===== config.mk =====
export PLATFORM = sky130hd
export DESIGN_NAME = pes_counter
export DESIGN_NICKNAME = d
export VERILOG_FILES = /design/src/inc/pes_pkg.sv /design/src/logic/pes_counter.sv
export SDC_FILE = /design/constraint.sdc
export NUM_CORES = 1
export LEC_CHECK = 0
export ABC_AREA = 1
export BUFFER_PORTS_ARGS = -buffer_cell sky130_fd_sc_hd__buf_2
export CELL_PAD_IN_SITES_DETAIL_PLACEMENT = 1
export CELL_PAD_IN_SITES_GLOBAL_PLACEMENT = 1
export CORE_MARGIN = 3
export CORE_UTILIZATION = 31
export DETAILED_ROUTE_END_ITERATION = 6
export HOLD_SLACK_MARGIN = 0.1
export PLACE_DENSITY = 0.65
export SLEW_MARGIN = 5
export SYNTH_ARGS = -nofsm -noshare
export SYNTH_HDL_FRONTEND = slang
export SYNTH_SLANG_ARGS = --single-unit
export TNS_END_PERCENT = 50

===== constraint.sdc =====
create_clock -name i_mclk -period 10 [get_ports i_mclk]
set_clock_uncertainty 0.05 [all_clocks]
set_input_delay 1 -clock i_mclk [delete_from_list [all_inputs] [get_ports i_mclk]]
set_output_delay 1 -clock i_mclk [all_outputs]
set_load 0.1 [all_outputs]

===== src/inc/pes_pkg.sv =====
// Constants, register map and carrier types of the event select and count block.
// Assumes a single 25 MHz core clock shared by the pipeline and the register bus.
package pes_pkg;

	// ==========================================================================
	// Counter bank
	localparam int          PES_NUM_CTR    = 4;       // Counters numbered 4 to 7
	localparam int          PES_WIDE_CTRS  = 2;       // Counters 4 and 5 take syllable events
	localparam int          PES_MEM_SLOTS  = 2;       // Memory retire ports
	localparam int          PES_SYL_SLOTS  = 6;       // Retired syllables per cycle

	// ==========================================================================
	// Register map, byte addresses
	localparam logic [5:0]  PES_OFF_CFG_BASE  = 6'h00; // monitor_config_reg 4..7
	localparam logic [5:0]  PES_OFF_CNT_BASE  = 6'h10; // monitor_count_reg 4..7
	localparam logic [5:0]  PES_OFF_DBR_LO    = 6'h20; // Data breakpoint range, low
	localparam logic [5:0]  PES_OFF_DBR_HI    = 6'h24; // Data breakpoint range, high
	localparam logic [5:0]  PES_OFF_BANK_MASK = 6'h30;
	localparam logic [31:0] PES_CFG_RST       = 32'h0000_00FF; // Unused code, counts nothing
	localparam logic [31:0] PES_CFG_WMASK     = 32'h000F_07FF; // Reserved bits stay zero
	localparam logic [31:0] PES_CNT_RST       = 32'h0000_0000;
	localparam logic [31:0] PES_DBR_RST       = 32'h0000_0000;

	// ==========================================================================
	// Event codes
	localparam logic [7:0]  PES_EV_BE_FLUSH_CYC  = 8'h00;
	localparam logic [7:0]  PES_EV_ALL_FLUSH_CYC = 8'h04;
	localparam logic [7:0]  PES_EV_FREE_BACKEND  = 8'h05;
	localparam logic [7:0]  PES_EV_MEM_STALL     = 8'h07;
	localparam logic [7:0]  PES_EV_NOPS          = 8'h30;
	localparam logic [7:0]  PES_EV_PRED_SQUASH   = 8'h31;
	localparam logic [7:0]  PES_EV_FLUSH         = 8'h33;
	localparam logic [7:0]  PES_EV_RSE_REFS      = 8'h65;
	localparam logic [7:0]  PES_EV_LOADS         = 8'h6C;
	localparam logic [7:0]  PES_EV_STORES        = 8'h6D;
	localparam logic [7:0]  PES_EV_UC_LOADS      = 8'h6E;
	localparam logic [7:0]  PES_EV_UC_STORES     = 8'h6F;
	localparam logic [7:0]  PES_EV_MIS_LOADS     = 8'h70;
	localparam logic [7:0]  PES_EV_MIS_STORES    = 8'h71;
	localparam logic [7:0]  PES_EV_RSE_LOADS     = 8'h72;
	localparam logic [7:0]  PES_EV_L3_WRITES     = 8'h7E;

	// ==========================================================================
	// Unit mask bit positions and named patterns
	localparam int          PES_UM_WB     = 3;        // L3 write: writeback source
	localparam int          PES_UM_DATA   = 2;        // L3 write: data source
	localparam int          PES_UM_MISS   = 1;
	localparam int          PES_UM_HIT    = 0;
	localparam int          PES_UM_BYPASS = 3;        // Flush reasons
	localparam int          PES_UM_XLATE  = 2;
	localparam int          PES_UM_WAY    = 1;
	localparam int          PES_UM_OTHER  = 0;
	localparam logic [3:0]  PES_L3_WB_HIT   = 4'h9;
	localparam logic [3:0]  PES_L3_WB_MISS  = 4'hA;
	localparam logic [3:0]  PES_L3_DATA_ALL = 4'h7;
	localparam logic [3:0]  PES_L3_DATA_HIT = 4'h5;
	localparam logic [3:0]  PES_L3_DATA_MISS = 4'h6;

	// Largest increment per cycle for each event class
	localparam logic [2:0]  PES_MAX_ONE = 3'h1;
	localparam logic [2:0]  PES_MAX_MEM = 3'h2;
	localparam logic [2:0]  PES_MAX_SYL = 3'h6;

	// ==========================================================================
	// Carrier types
	typedef struct packed {
		logic [11:0] rsvd_hi;
		logic [3:0]  umask;     // Bits 19:16
		logic [4:0]  rsvd_lo;
		logic        dar_en;    // Bit 10: data address range qualifier
		logic        opc_en;    // Bit 9: opcode matcher qualifier
		logic        iar_en;    // Bit 8: instruction address range qualifier
		logic [7:0]  code;      // Bits 7:0
	} pes_cfg_s;

	typedef struct packed {
		logic        valid;
		logic        is_load;       // Else store
		logic        pred_off;
		logic        chk_advanced_load_table_hit;  // check_load that hit advanced_load_table
		logic        misaligned;
		logic        uncacheable;   // Uncacheable or write-coalescing
		logic        register_stack_engine;           // register_stack_engine reference
		logic        tag_iar;       // Of the op, or of the op that caused the reference
		logic        tag_opc;
		logic [31:0] addr;
	} pes_mem_s;

	typedef struct packed {
		logic valid;
		logic is_nop;
		logic is_branch;
		logic pred_off;
		logic tag_iar;
		logic tag_opc;
	} pes_syl_s;

	typedef struct packed {
		logic l3_wr_valid;
		logic l3_wr_hit;
		logic l3_wr_from_wb;
		logic mem_stall;
		logic fe_resteer_taken;
		logic be_resteer_brmisp;
		logic be_resteer_advanced_load_table;
		logic be_resteer_excp;
		logic bypass_conflict_flush;
		logic xlate_miss_flush;
		logic way_mispredict_flush;
		logic other_flush;
		logic be_stall;
		logic be_flush;
		logic dbuf_empty;
	} pes_pipe_s;

endpackage


===== src/logic/pes_counter.sv =====
// Event selection and counting for monitor counters 4 to 7, with Avalon-MM registers.
// Assumes the pipeline, cache and memory units drive events on i_mclk.
module pes_counter
	import pes_pkg::*;
(
	input  wire logic                         i_mclk,
	input  wire logic                         i_rst_b,
	input  wire logic [5:0]                   i_avs_address,
	input  wire logic                         i_avs_read,
	input  wire logic                         i_avs_write,
	input  wire logic [31:0]                  i_avs_writedata,
	input  wire logic [3:0]                   i_avs_byteenable,
	output logic      [31:0]                  o_avs_readdata,
	output logic                              o_avs_waitrequest,
	input  wire pes_mem_s [PES_MEM_SLOTS-1:0] i_mem_ret,
	input  wire pes_syl_s [PES_SYL_SLOTS-1:0] i_syl_ret,
	input  wire pes_pipe_s                    i_pipe
);

	// ==========================================================================
	// Bus slave
	logic        ack;
	logic [31:0] dbr_lo;
	logic [31:0] dbr_hi;
	wire         bus_req  = i_avs_read | i_avs_write;
	wire         wr_fire  = i_avs_write & ack;
	wire  [1:0]  sel      = i_avs_address[3:2];
	wire         hit_cfg  = (i_avs_address & PES_OFF_BANK_MASK) == PES_OFF_CFG_BASE;
	wire         hit_cnt  = (i_avs_address & PES_OFF_BANK_MASK) == PES_OFF_CNT_BASE;
	wire         hit_lo   = i_avs_address == PES_OFF_DBR_LO;
	wire         hit_hi   = i_avs_address == PES_OFF_DBR_HI;
	wire  [31:0] cfg_bus [PES_NUM_CTR];
	wire  [31:0] cnt_bus [PES_NUM_CTR];
	wire  [31:0] rd_mux;

	// One wait cycle, then the answer
	assign o_avs_waitrequest = bus_req & ~ack;
	assign rd_mux = hit_cfg ? cfg_bus[sel] :
	                hit_cnt ? cnt_bus[sel] :
	                hit_lo  ? dbr_lo :
	                hit_hi  ? dbr_hi : 32'h0000_0000;

	// Byte-lane merge of a write
	function automatic logic [31:0] be_merge(input logic [31:0] old_v,
	                                         input logic [31:0] new_v,
	                                         input logic [3:0]  be);
		logic [31:0] r;
		r = old_v;
		for (int b = 0; b < 4; b++) begin
			if (be[b]) begin
				r[b*8 +: 8] = new_v[b*8 +: 8];
			end
		end
		return r;
	endfunction

	// Handshake and read data
	always_ff @(posedge i_mclk) begin
		if (!i_rst_b) begin
			ack            <= 1'b0;
			o_avs_readdata <= 32'h0000_0000;
		end else begin
			ack <= bus_req & ~ack;
			if (i_avs_read & ~ack) begin
				o_avs_readdata <= rd_mux;
			end
		end
	end

	// Data breakpoint range registers
	always_ff @(posedge i_mclk) begin
		if (!i_rst_b) begin
			dbr_lo <= PES_DBR_RST;
			dbr_hi <= PES_DBR_RST;
		end else if (wr_fire) begin
			if (hit_lo) begin
				dbr_lo <= be_merge(dbr_lo, i_avs_writedata, i_avs_byteenable);
			end
			if (hit_hi) begin
				dbr_hi <= be_merge(dbr_hi, i_avs_writedata, i_avs_byteenable);
			end
		end
	end

	// ==========================================================================
	// Data address range check per memory port, own address of each reference
	logic [PES_MEM_SLOTS-1:0] dar_hit;
	logic [PES_MEM_SLOTS-1:0] ld_good;
	genvar m;
	generate
		for (m = 0; m < PES_MEM_SLOTS; m++) begin : g_dar
			assign dar_hit[m] = (i_mem_ret[m].addr >= dbr_lo) &&
			                    (i_mem_ret[m].addr <= dbr_hi);
			// Unqualified countable load per port, for the checks below
			assign ld_good[m] = i_mem_ret[m].valid & i_mem_ret[m].is_load &
			                    ~i_mem_ret[m].pred_off & ~i_mem_ret[m].chk_advanced_load_table_hit;
		end
	endgenerate

	// ==========================================================================
	// Event decode: qualifying events this cycle for one counter
	function automatic logic [2:0] calc_inc(input pes_cfg_s c, input logic wide);
		logic [2:0] n;
		logic [2:0] mx;
		logic       q;
		logic       ld;
		logic       st;
		logic       hit;
		logic       l3;
		pes_mem_s   mr;
		pes_syl_s   sy;
		n  = 3'h0;
		mx = PES_MAX_ONE;
		l3 = i_pipe.l3_wr_valid &
		     ((c.umask[PES_UM_WB] & i_pipe.l3_wr_from_wb) |
		      (c.umask[PES_UM_DATA] & ~i_pipe.l3_wr_from_wb)) &
		     ((c.umask[PES_UM_HIT] & i_pipe.l3_wr_hit) |
		      (c.umask[PES_UM_MISS] & ~i_pipe.l3_wr_hit));
		// Memory retire ports
		for (int i = 0; i < PES_MEM_SLOTS; i++) begin
			mr  = i_mem_ret[i];
			q   = mr.valid & ~mr.pred_off &
			      (~c.iar_en | mr.tag_iar) & (~c.opc_en | mr.tag_opc) &
			      (~c.dar_en | dar_hit[i]);
			ld  = q & mr.is_load & ~mr.chk_advanced_load_table_hit;
			st  = q & ~mr.is_load;
			case (c.code)
				PES_EV_LOADS:      hit = ld;
				PES_EV_MIS_LOADS:  hit = ld & mr.misaligned;
				PES_EV_MIS_STORES: hit = st & mr.misaligned;
				PES_EV_STORES:     hit = st;
				PES_EV_UC_LOADS:   hit = ld & mr.uncacheable;
				PES_EV_UC_STORES:  hit = st & mr.uncacheable;
				PES_EV_RSE_LOADS:  hit = ld & mr.register_stack_engine;
				PES_EV_RSE_REFS:   hit = (ld | st) & mr.register_stack_engine;
				default:           hit = 1'b0;
			endcase
			n = n + {2'b00, hit};
		end
		// Retired syllables, counters 4 and 5 only
		for (int i = 0; i < PES_SYL_SLOTS; i++) begin
			sy = i_syl_ret[i];
			q  = wide & sy.valid &
			     (~c.iar_en | sy.tag_iar) & (~c.opc_en | sy.tag_opc);
			case (c.code)
				PES_EV_NOPS:        hit = q & sy.is_nop & ~sy.pred_off;
				PES_EV_PRED_SQUASH: hit = q & sy.pred_off & ~sy.is_branch;
				default:            hit = 1'b0;
			endcase
			n = n + {2'b00, hit};
		end
		// Single-bit cycle and occurrence events
		case (c.code)
			PES_EV_L3_WRITES: n = {2'b00, l3};
			PES_EV_MEM_STALL: n = {2'b00, i_pipe.mem_stall};
			PES_EV_ALL_FLUSH_CYC: begin
				n = {2'b00, i_pipe.fe_resteer_taken | i_pipe.be_resteer_brmisp |
				     i_pipe.be_resteer_advanced_load_table | i_pipe.be_resteer_excp};
			end
			PES_EV_BE_FLUSH_CYC: begin
				n = {2'b00, i_pipe.be_resteer_brmisp | i_pipe.be_resteer_advanced_load_table |
				     i_pipe.be_resteer_excp};
			end
			PES_EV_FLUSH: begin
				n = {2'b00,
				     (c.umask[PES_UM_BYPASS] & i_pipe.bypass_conflict_flush) |
				     (c.umask[PES_UM_XLATE]  & i_pipe.xlate_miss_flush) |
				     (c.umask[PES_UM_WAY]    & i_pipe.way_mispredict_flush) |
				     (c.umask[PES_UM_OTHER]  & i_pipe.other_flush)};
			end
			PES_EV_FREE_BACKEND: begin
				n = {2'b00, ~i_pipe.be_stall & ~i_pipe.be_flush & i_pipe.dbuf_empty};
			end
			default: n = n;
		endcase
		// Per-class ceiling
		case (c.code)
			PES_EV_LOADS, PES_EV_STORES, PES_EV_UC_LOADS, PES_EV_UC_STORES,
			PES_EV_MIS_LOADS, PES_EV_MIS_STORES, PES_EV_RSE_LOADS,
			PES_EV_RSE_REFS:                  mx = PES_MAX_MEM;
			PES_EV_NOPS, PES_EV_PRED_SQUASH:  mx = PES_MAX_SYL;
			default:                          mx = PES_MAX_ONE;
		endcase
		return (n > mx) ? mx : n;
	endfunction

	// ==========================================================================
	// Counter bank: config and count register per counter
	genvar g;
	generate
		for (g = 0; g < PES_NUM_CTR; g++) begin : g_ctr
			pes_cfg_s    cfg;
			logic [31:0] cnt;
			logic [2:0]  inc;
			wire         cfg_wr = wr_fire & hit_cfg & (sel == 2'(g));
			wire         cnt_wr = wr_fire & hit_cnt & (sel == 2'(g));

			// A process, not an assign: it must wake on the ports read in the function
			always_comb inc = calc_inc(cfg, g < PES_WIDE_CTRS);
			assign cfg_bus[g] = cfg;
			assign cnt_bus[g] = cnt;

			// Config register, reserved bits forced low
			always_ff @(posedge i_mclk) begin
				if (!i_rst_b) begin
					cfg <= PES_CFG_RST;
				end else if (cfg_wr) begin
					cfg <= be_merge(cfg, i_avs_writedata, i_avs_byteenable) & PES_CFG_WMASK;
				end
			end

			// Count register, software write wins over counting
			always_ff @(posedge i_mclk) begin
				if (!i_rst_b) begin
					cnt <= PES_CNT_RST;
				end else if (cnt_wr) begin
					cnt <= be_merge(cnt, i_avs_writedata, i_avs_byteenable);
				end else begin
					cnt <= cnt + {29'h0, inc};
				end
			end
		end
	endgenerate

	// ==========================================================================
	// Assertions on counter 4 (and 6 for the restricted events)
	pes_cfg_s    c0;
	pes_cfg_s    c2;
	logic [31:0] cnt0;
	logic [31:0] cnt2;
	logic        quiet0;
	logic        quiet2;
	logic        plain0;
	assign c0     = cfg_bus[0];
	assign c2     = cfg_bus[2];
	assign cnt0   = cnt_bus[0];
	assign cnt2   = cnt_bus[2];
	assign quiet0 = ~(wr_fire & hit_cnt & (sel == 2'h0));
	assign quiet2 = ~(wr_fire & hit_cnt & (sel == 2'h2));
	assign plain0 = ~c0.iar_en & ~c0.opc_en & ~c0.dar_en;

	property p_l3_wb_hit;
		@(posedge i_mclk) disable iff (!i_rst_b)
		(c0.code == PES_EV_L3_WRITES && c0.umask == PES_L3_WB_HIT && quiet0 &&
		 i_pipe.l3_wr_valid && i_pipe.l3_wr_hit && i_pipe.l3_wr_from_wb)
		|=> (cnt0 == $past(cnt0) + 32'h1);
	endproperty
	a_l3_wb_hit: assert property (p_l3_wb_hit) else $error("wb hit not counted");

	property p_l3_wb_miss;
		@(posedge i_mclk) disable iff (!i_rst_b)
		(c0.code == PES_EV_L3_WRITES && c0.umask == PES_L3_WB_MISS && quiet0 &&
		 i_pipe.l3_wr_valid && i_pipe.l3_wr_hit)
		|=> (cnt0 == $past(cnt0));
	endproperty
	a_l3_wb_miss: assert property (p_l3_wb_miss) else $error("hit counted as miss");

	property p_l3_data_all;
		@(posedge i_mclk) disable iff (!i_rst_b)
		(c0.code == PES_EV_L3_WRITES && c0.umask == PES_L3_DATA_ALL && quiet0 &&
		 i_pipe.l3_wr_valid && !i_pipe.l3_wr_from_wb)
		|=> (cnt0 == $past(cnt0) + 32'h1);
	endproperty
	a_l3_data_all: assert property (p_l3_data_all) else $error("data write missed");

	property p_loads_two;
		@(posedge i_mclk) disable iff (!i_rst_b)
		(c0.code == PES_EV_LOADS && plain0 && quiet0)
		|=> (cnt0 == $past(cnt0) + {31'h0, $past(ld_good[0])} +
		             {31'h0, $past(ld_good[1])});
	endproperty
	a_loads_two: assert property (p_loads_two) else $error("dual load not counted");

	property p_advanced_load_table_excl;
		@(posedge i_mclk) disable iff (!i_rst_b)
		(c0.code == PES_EV_LOADS && quiet0 && !i_mem_ret[1].valid &&
		 i_mem_ret[0].chk_advanced_load_table_hit)
		|=> (cnt0 == $past(cnt0));
	endproperty
	a_advanced_load_table_excl: assert property (p_advanced_load_table_excl) else $error("table hit counted");

	property p_mem_stall;
		@(posedge i_mclk) disable iff (!i_rst_b)
		(c0.code == PES_EV_MEM_STALL && quiet0)
		|=> (cnt0 == $past(cnt0) + {31'h0, $past(i_pipe.mem_stall)});
	endproperty
	a_mem_stall: assert property (p_mem_stall) else $error("stall cycle count wrong");

	property p_nop_narrow;
		@(posedge i_mclk) disable iff (!i_rst_b)
		(c2.code == PES_EV_NOPS && quiet2) |=> (cnt2 == $past(cnt2));
	endproperty
	a_nop_narrow: assert property (p_nop_narrow) else $error("nop on counter 6");

	property p_flush_union;
		@(posedge i_mclk) disable iff (!i_rst_b)
		(c0.code == PES_EV_FLUSH && c0.umask == 4'hC && quiet0 &&
		 (i_pipe.bypass_conflict_flush || i_pipe.xlate_miss_flush))
		|=> (cnt0 == $past(cnt0) + 32'h1);
	endproperty
	a_flush_union: assert property (p_flush_union) else $error("flush union wrong");

	property p_free_be;
		@(posedge i_mclk) disable iff (!i_rst_b)
		(c0.code == PES_EV_FREE_BACKEND && quiet0 && i_pipe.be_stall)
		|=> (cnt0 == $past(cnt0));
	endproperty
	a_free_be: assert property (p_free_be) else $error("stalled cycle counted");

	property p_dar_own;
		@(posedge i_mclk) disable iff (!i_rst_b)
		(c0.code == PES_EV_RSE_REFS && c0.dar_en && quiet0 && !i_mem_ret[1].valid &&
		 !dar_hit[0])
		|=> (cnt0 == $past(cnt0));
	endproperty
	a_dar_own: assert property (p_dar_own) else $error("out-of-range ref counted");

	property p_be_flush;
		@(posedge i_mclk) disable iff (!i_rst_b)
		(c0.code == PES_EV_BE_FLUSH_CYC && quiet0 && !i_pipe.be_resteer_brmisp &&
		 !i_pipe.be_resteer_advanced_load_table && !i_pipe.be_resteer_excp)
		|=> (cnt0 == $past(cnt0));
	endproperty
	a_be_flush: assert property (p_be_flush) else $error("wrong back-end cycle");

	property p_all_flush;
		@(posedge i_mclk) disable iff (!i_rst_b)
		(c0.code == PES_EV_ALL_FLUSH_CYC && quiet0 && i_pipe.fe_resteer_taken)
		|=> (cnt0 == $past(cnt0) + 32'h1);
	endproperty
	a_all_flush: assert property (p_all_flush) else $error("taken resteer missed");

	property p_store_excl;
		@(posedge i_mclk) disable iff (!i_rst_b)
		(c0.code == PES_EV_STORES && quiet0 &&
		 (!i_mem_ret[0].valid || i_mem_ret[0].is_load || i_mem_ret[0].pred_off) &&
		 (!i_mem_ret[1].valid || i_mem_ret[1].is_load || i_mem_ret[1].pred_off))
		|=> (cnt0 == $past(cnt0));
	endproperty
	a_store_excl: assert property (p_store_excl) else $error("non-store counted");

	property p_bus_answer;
		@(posedge i_mclk) disable iff (!i_rst_b)
		(bus_req && o_avs_waitrequest) |=> !o_avs_waitrequest;
	endproperty
	a_bus_answer: assert property (p_bus_answer) else $error("bus answer late");

	c_two_loads: cover property (@(posedge i_mclk) disable iff (!i_rst_b)
		cnt0 == $past(cnt0) + 32'h2);
	c_flush: cover property (@(posedge i_mclk) disable iff (!i_rst_b)
		c0.code == PES_EV_FLUSH && i_pipe.other_flush);
	c_cnt_write: cover property (@(posedge i_mclk) disable iff (!i_rst_b)
		wr_fire && hit_cnt);

endmodule // pes_counter


==> key figures, run 1 <==
Worst setup path
  • Worst Path Max Fanout: 4
  • CP Launch Type: flop
  • Kind of critical path: reg2reg
  • Worst Path Arrival: 8530 ps
  • Cell mode on critical path: nand2_1
  • Critical Path End Type: flop
  • Delay of the slowest critical-path stage: 550 ps
  • Critical path required time: 10410 ps
  • CP max stage cell: fa_1

Clock network
  • Worst skew pair latency: 580 ps
  • TritonCTS buffer count: 39
  • Hold buffers post-CTS: 0
  • Root buffer cell: clkbuf_16
  • CTS resizes: 0
  • CTS Buffer Depth: 3
  • CTS tree: built
  • Post-CTS setup repair buffer count: 0
  • Clk sinks: 285
  • Clock slew at reported path FFs: 60 ps
  • Htree depth: 2

Run
  • # Max-Cap Violations: 0

Logic synthesis
  • Synth area leaders: dfxtp_1, nand2_1, ha_1
  • Seq cells post-synth: 285
  • Syn_area_per_cell: 6.26 µm²
  • Synth Flop Type: dfxtp_1
  • Synth Instances: 3524
  • Leading area contributor after synthesis: dfxtp_1
  • Asr flop ratio synth: 0%
  • Register area share after synthesis: 25.9%
  • Post-synth EDFFs: 0
  • Yosys top cell area share: 25.9%
  • Synth warn: 0
  • Mapped Area: 0.0220 mm²
  • Netlist cell types: 54

Floorplan
  • Die Ht: 273 µm
  • Initial Util: 31.4%
  • Full die area: 0.0744 mm²
  • Core region area: 0.0703 mm²
  • I/O pins: 212
  • Floorplan row count: 97
  • Die X-Extent: 273 µm

Power
  • Total net switching power: 1.00 mW
  • VDD IR-drop max: 0.111 mV
  • Lkg Pwr: 10.5 nW
  • Int Pwr: 2.28 mW
  • Sequential fraction of design power: 36.1%
  • Clock share of power: 47.8%
  • Sw Share: 30.6%
  • P per Cell Area: 129 mW/mm²
  • Total power: 3.28 mW
  • Combinational fraction of design power: 16.0%

Timing
  • Pins Over Slew Limit: 0
  • Setup Viol. Count Final: 0
  • WHS: 414 ps
  • Fin Setup TNS: 0 ps
  • Final Hold Fails: 0
  • Fmax: 0.123 GHz
  • Period utilisation layout: 81.2%
  • Fin crit period: 8120 ps
  • Unrepaired setup endpoints after global routing: no
  • Normalized max-slew margin: 28.5%
  • Actual slew at the worst max-slew pin: 1070 ps

Routing
  • DRC Markers: 0
  • Drt first pass iters: 5
  • Post-route ant nets: 0
  • Vias per cell: 5.48
  • Via count: 25500
  • DRT Wirelength: 108 mm
  • Drt wl/cell: 23.3 µm
  • Initial DRC Count: 2349

Min path
  • Worst min path class: reg2reg

Layout
  • Layout cell share with drive strength beyond 1: 8.99%
  • # nets final: 4023
  • Fin util: 36.1%
  • Fin area: 0.0253 mm²
  • Area Growth Syn to Fin: 15.0%

Global route
  • First-pass GRT wire length: 160 mm
  • Initial antenna violation count: 5
  • GR Overflow Total: 0
  • Largest net degree at the start of global routing: 134
  • Overall routing resource usage: 28.3%
  • Vias in the first global route: 24600

Placement
  • Placed Area: 0.0239 mm²
  • HPWL after DPL: 85.3 mm
  • Final GP Congestion: 0.992
  • Port Buffers: 211

Run status
  • Outcome: complete, no violations
## synth_stat cells (3+ instances only)
| cell | instances |
|---|---|
| nand2_1 | 842 |
| inv_1 | 483 |
| a21oi_1 | 330 |
| o21ai_0 | 312 |
| nor2_1 | 299 |
| dfxtp_1 | 285 |
| nand3_1 | 194 |
| ha_1 | 156 |
| nor3_1 | 88 |
| clkbuf_1 | 79 |
| o22ai_1 | 76 |
| nand4_1 | 57 |
| o221ai_1 | 51 |
| xor2_1 | 45 |
| buf_2 | 34 |
| o211ai_1 | 23 |
| a31oi_1 | 20 |
| inv_2 | 13 |
| a22oi_1 | 12 |
| fa_1 | 12 |
| o2111ai_1 | 11 |
| a221oi_1 | 9 |
| nand3b_1 | 7 |
| nor2_2 | 7 |
| or2_2 | 7 |
| a211oi_1 | 6 |
| buf_1 | 6 |
| nand2_2 | 6 |
| xnor2_1 | 6 |
| a21o_1 | 5 |
| nor4_1 | 4 |
| o21a_1 | 4 |
| o31ai_1 | 4 |
| clkinv_1 | 3 |
| nor2_4 | 3 |
| nor3b_1 | 3 |
## critical path, delay by kind of cell (launching register included)
family	cells	cell delay [ps]
xor gates and xnor gates	1	370
buffers and inverters	7	520
and+or+nand+nor	17	2540
AOI/OAI and AO/OA	6	1380
adders and majority gates	7	2800
DFF	1	310
## area by class of cell
type	count	area [µm²]
diodes	1	2.50
fillers	9236	44900
multi-input cells	2620	14000
inverters	499	1880
flip-flops and latches	285	5710
well taps	940	1180
clock buffers	57	1140
clock inverters	12	253
repair buffers	231	1220
## registers in the layout, summed over array words and instances (netlist names)
signal and flops:
g_ctr.cnt 64, cnt0 32, cnt2 32, dbr_hi 32, dbr_lo 32, o_avs_readdata 32
cfg_bus 30, c0 15, c2 15, ack 1
## cell families after synthesis
group | share of synthesized area [%]
compound gates | 22.5
xor+xnor | 2.03
fa+ha+maj | 9.94
buf+inv | 10.8
flops | 25.9
other cells | 0.0170
simple gates | 28.9
## layer usage
layer / part of all wire [%] / routed length [µm] / track usage (%) / up-vias
met5: 0 / 0 / 0 / -
li1: - / - / - / 12100
met2: 45 / 48300 / 45.1 / 835
met1: 46 / 49700 / 39.7 / 12300
met3: 6.3 / 6790 / 3.26 / 167
met4: 3.3 / 3610 / 8.98 / 0
## worst paths after layout
path                                                       from                         endpoint  slack [ps]  cells after the start
worst max-delay path                   cfg_bus[71]$_SDFFE_PN1P_    g_ctr[1].cnt[18]$_SDFFE_PN0P_        1880                     38
worst min-delay path            o_avs_readdata[21]$_SDFFE_PN0P_  o_avs_readdata[21]$_SDFFE_PN0P_         410                      2
worst max register to register         cfg_bus[71]$_SDFFE_PN1P_    g_ctr[1].cnt[18]$_SDFFE_PN0P_        1880                     38
worst min register to register  o_avs_readdata[21]$_SDFFE_PN0P_  o_avs_readdata[21]$_SDFFE_PN0P_         410                      2
## layout by cell type (no fill, tap or decap), drive strengths merged, types with 20 or more instances in the layout
cell	count
nor2	309
nand2	848
nand3	194
o221ai	51
xor2	45
nor3	91
buf	231
dfxtp	285
o22ai	76
clkbuf	57
nand4	57
a31oi	20
o211ai	23
ha	156
inv	497
a21oi	331
o21ai	313
## stage by stage
step,std cells,setup slack [ps]
3_5_place_dp,4575,1440
4_1_cts,4644,1950
5_1_grt,4644,1300
3_3_place_gp,4575,1560
6_report,4645,1880
2_1_floorplan,3525,3120
## power groups by stage
| stage | clock, mW | sequential, mW | combinational [mW] |
|---|---|---|---|
| 2_1_floorplan | 0 | 1.26 | 0.245 |
| 3_3_place_gp | 0 | 1.21 | 0.513 |
| 5_1_grt | 1.63 | 1.19 | 0.572 |
| 3_5_place_dp | 0 | 1.21 | 0.517 |
| 6_report | 1.57 | 1.19 | 0.526 |
| 4_1_cts | 1.59 | 1.19 | 0.520 |
(Power assumes the default switching activity.)
==> inputs of run 2 (changes only) <==
- clock period: 10 -> 8.3 ns (I/O delays scaled with it)
==> run 2 against run 1 <==
Count of clock-buffer cells in the layout shrank 1. Sequential share of layout area is essentially flat. Sequential cell count is the same. Final area grew 0.12%. Critical path depth shrank 3. Core utilization is essentially flat. Register-to-register slack lost 1300 ps. Via count grew 0.44%. Combinational power grew 21%. First-iteration DRC count shrank 13%. Critical path type unchanged. Largest power group unchanged.
==> key figures, run 2 (synthesis gave the netlist of run 1 again) <==
Worst setup path
  • Worst Path Max Fanout: 6 (+2)
  • CP max stage cell: fa_1
  • CP Launch Type: flop
  • Worst setup path startpoint: cfg_bus[64]$_SDFFE_PN1P_
  • Kind of critical path: reg2reg
  • Critical Path End Type: flop
  • Worst Path Arrival: 8100 ps (-430 ps)
  • Delay of the slowest critical-path stage: 540 ps (about the same)
  • Cell mode on critical path: nand2_1
  • Reg-to-Reg Start: cfg_bus[64]$_SDFFE_PN1P_
  • Critical path required time: 8660 ps (-1750 ps)
  • Worst Reg2Reg Path Length in Cells: 35 (-7.9%)

Clock network
  • Post-CTS setup repair buffer count: 0 (unchanged)
  • Clk sinks: 285 (unchanged)
  • Htree depth: 2 (unchanged)
  • Worst skew pair latency: 580 ps (about the same)
  • CTS tree: built
  • Hold buffers post-CTS: 0 (unchanged)
  • Root buffer cell: clkbuf_16
  • CTS Buffer Depth: 3 (unchanged)
  • TritonCTS buffer count: 39 (unchanged)
  • Clock slew at reported path FFs: 60 ps (about the same)

Timing
  • Period utilisation layout: 93.3% (+12 points)
  • Normalized max-slew margin: 29.2% (+0.65 points)
  • Actual slew at the worst max-slew pin: 1060 ps (-9.75 ps)
  • Setup Viol. Count Final: 0 (unchanged)
  • Fin Setup TNS: 0 ps (unchanged)
  • WHS: 413 ps (-0.956 ps)
  • Final Hold Fails: 0 (unchanged)
  • Pins Over Slew Limit: 0 (unchanged)
  • Fin crit period: 7740 ps (-377 ps)
  • Fmax: 0.129 GHz (+4.9%)
  • Unrepaired setup endpoints after global routing: no

Layout
  • Most frequent cells in the layout: nand2_1, inv_1, a21oi_1
  • Area Growth Syn to Fin: 15.1%
  • # nets final: 4036 (+0.32%)
  • FF+latch area: 0.00571 mm² (unchanged)
  • Layout cell share with drive strength beyond 1: 9.46% (+0.47 points)
  • Final std cells w/o fill: 4661 (+0.34%)
  • Max reg flops: 64 (unchanged)
  • Footprint of the multi-input gates: 0.0140 mm² (about the same)
  • Register with the most flip-flops: g_ctr.cnt
  • Commonest non-fill, non-tap cell in the layout: nand2_1
  • Fillers: 9269 (+0.36%)

Routing
  • Post-route ant nets: 0 (unchanged)
  • DRT Wirelength: 108 mm (about the same)
  • Via count: 25600 (+0.44%)
  • Vias per cell: 5.49 (about the same)
  • Met1 Routed Length: 49.0 mm (-1.5%)
  • DRC Markers: 0 (unchanged)
  • Drt first pass iters: 5 (unchanged)
  • Routed length on met3: 7.36 mm (+8.4%)
  • Drt wl/cell: 23.3 µm (-0.35%)
  • Met2 WL: 48.0 mm (-0.64%)
  • Initial DRC Count: 2035 (-13%)
  • Highest Signal Layer: met5

Floorplan
  • Initial Util: 31.4% (unchanged)
  • Full die area: 0.0744 mm² (unchanged)
  • Die Ht: 273 µm (unchanged)
  • Core region area: 0.0703 mm² (unchanged)
  • Die X-Extent: 273 µm (unchanged)
  • Floorplan row count: 97 (unchanged)
  • I/O pins: 212 (unchanged)

Min path
  • Worst min path class: reg2reg
  • HP Start: o_avs_readdata[21]$_SDFFE_PN0P_
  • Hold Path Cell Cnt: 2 (unchanged)

Power
  • P per Cell Area: 152 mW/mm² (+18%)
  • Lkg Pwr: 10.6 nW (+0.42%)
  • VDD IR-drop max: 0.100 mV (-9.6%)

Placement
  • Final GP Congestion: 0.963 (-3.0%)
  • HPWL after DPL: 85.0 mm (-0.33%)
  • Placed cells: 4588 (+0.28%)
  • Port Buffers: 211 (unchanged)

Run status
  • Outcome: complete, no violations

Global route
  • Initial antenna violation count: 6 (+1)
  • GR Overflow Total: 0 (unchanged)
  • First-pass GRT wire length: 159 mm (-0.17%)
  • Vias in the first global route: 24900 (+0.86%)
  • Overall routing resource usage: 28.2% (-0.11 points)
  • Largest net degree at the start of global routing: 70 (-48%)

Run
  • # Max-Cap Violations: 0 (unchanged)
-- run 2: layout make-up --
class | count | share of cell area, %
Antenna cell | 2 | 0.0197
Timing Repair Buffer | 244 | 5.15
Inverter | 499 | 7.39
Multi-Input combinational cell | 2620 | 55.1
Tap cell | 940 | 4.63
Sequential cell | 285 | 22.5
Clock buffer | 56 | 4.54
Clock inverter | 15 | 0.710
-- run 2: path summary, 6_finish.rpt --
kind / slack (ps) / to
hold reg to reg: 410 / o_avs_readdata[21]$_SDFFE_PN0P_
setup / recovery: 560 / g_ctr[1].cnt[13]$_SDFFE_PN0P_
setup reg to reg: 560 / g_ctr[1].cnt[13]$_SDFFE_PN0P_
hold / removal: 410 / o_avs_readdata[21]$_SDFFE_PN0P_
-- run 2: critical path, delay by kind of cell, from the launching register on --
family / cells / cell delay (ps)
xor+xnor: 1 / 330
simple gates: 13 / 1890
flops: 1 / 410
compound gates: 8 / 1610
fa+ha+maj: 7 / 2800
buf+inv: 6 / 470
-- run 2: stage by stage --
step | setup slack [ps] | area, µm² | power, mW | util [%]
finish | 559 | 25400 | 3.86 | 36.1
global route | 28.2 | 25400 | 4.00 | 36.1
CTS | 508 | 25400 | 3.88 | 36.1
detailed placement | -4.20 | 24000 | 2.08 | 34.2
global placement | 107 | 24000 | 2.08 | 34.2
floorplan | 1590 | 22100 | 1.82 | -
-- run 2: per-layer routing --
layer / track usage, % / vias up
met5: 0 / -
met4: 9.95 / 2
met3: 3.72 / 173
met2: 44.9 / 835
met1: 38.9 / 12400
li1: - / 12100
-- run 2: what timing repair did --
action,CTS,global route
resized for setup,0,2
setup endpoints to repair,0,2
endpoints found under the hold margin,0,0
-- run 2: power breakdown --
part | switching, mW | internal, mW
clock | 0.734 | 1.06
sequential | 0.0311 | 1.40
combinational | 0.460 | 0.175
total | 1.23 | 2.64
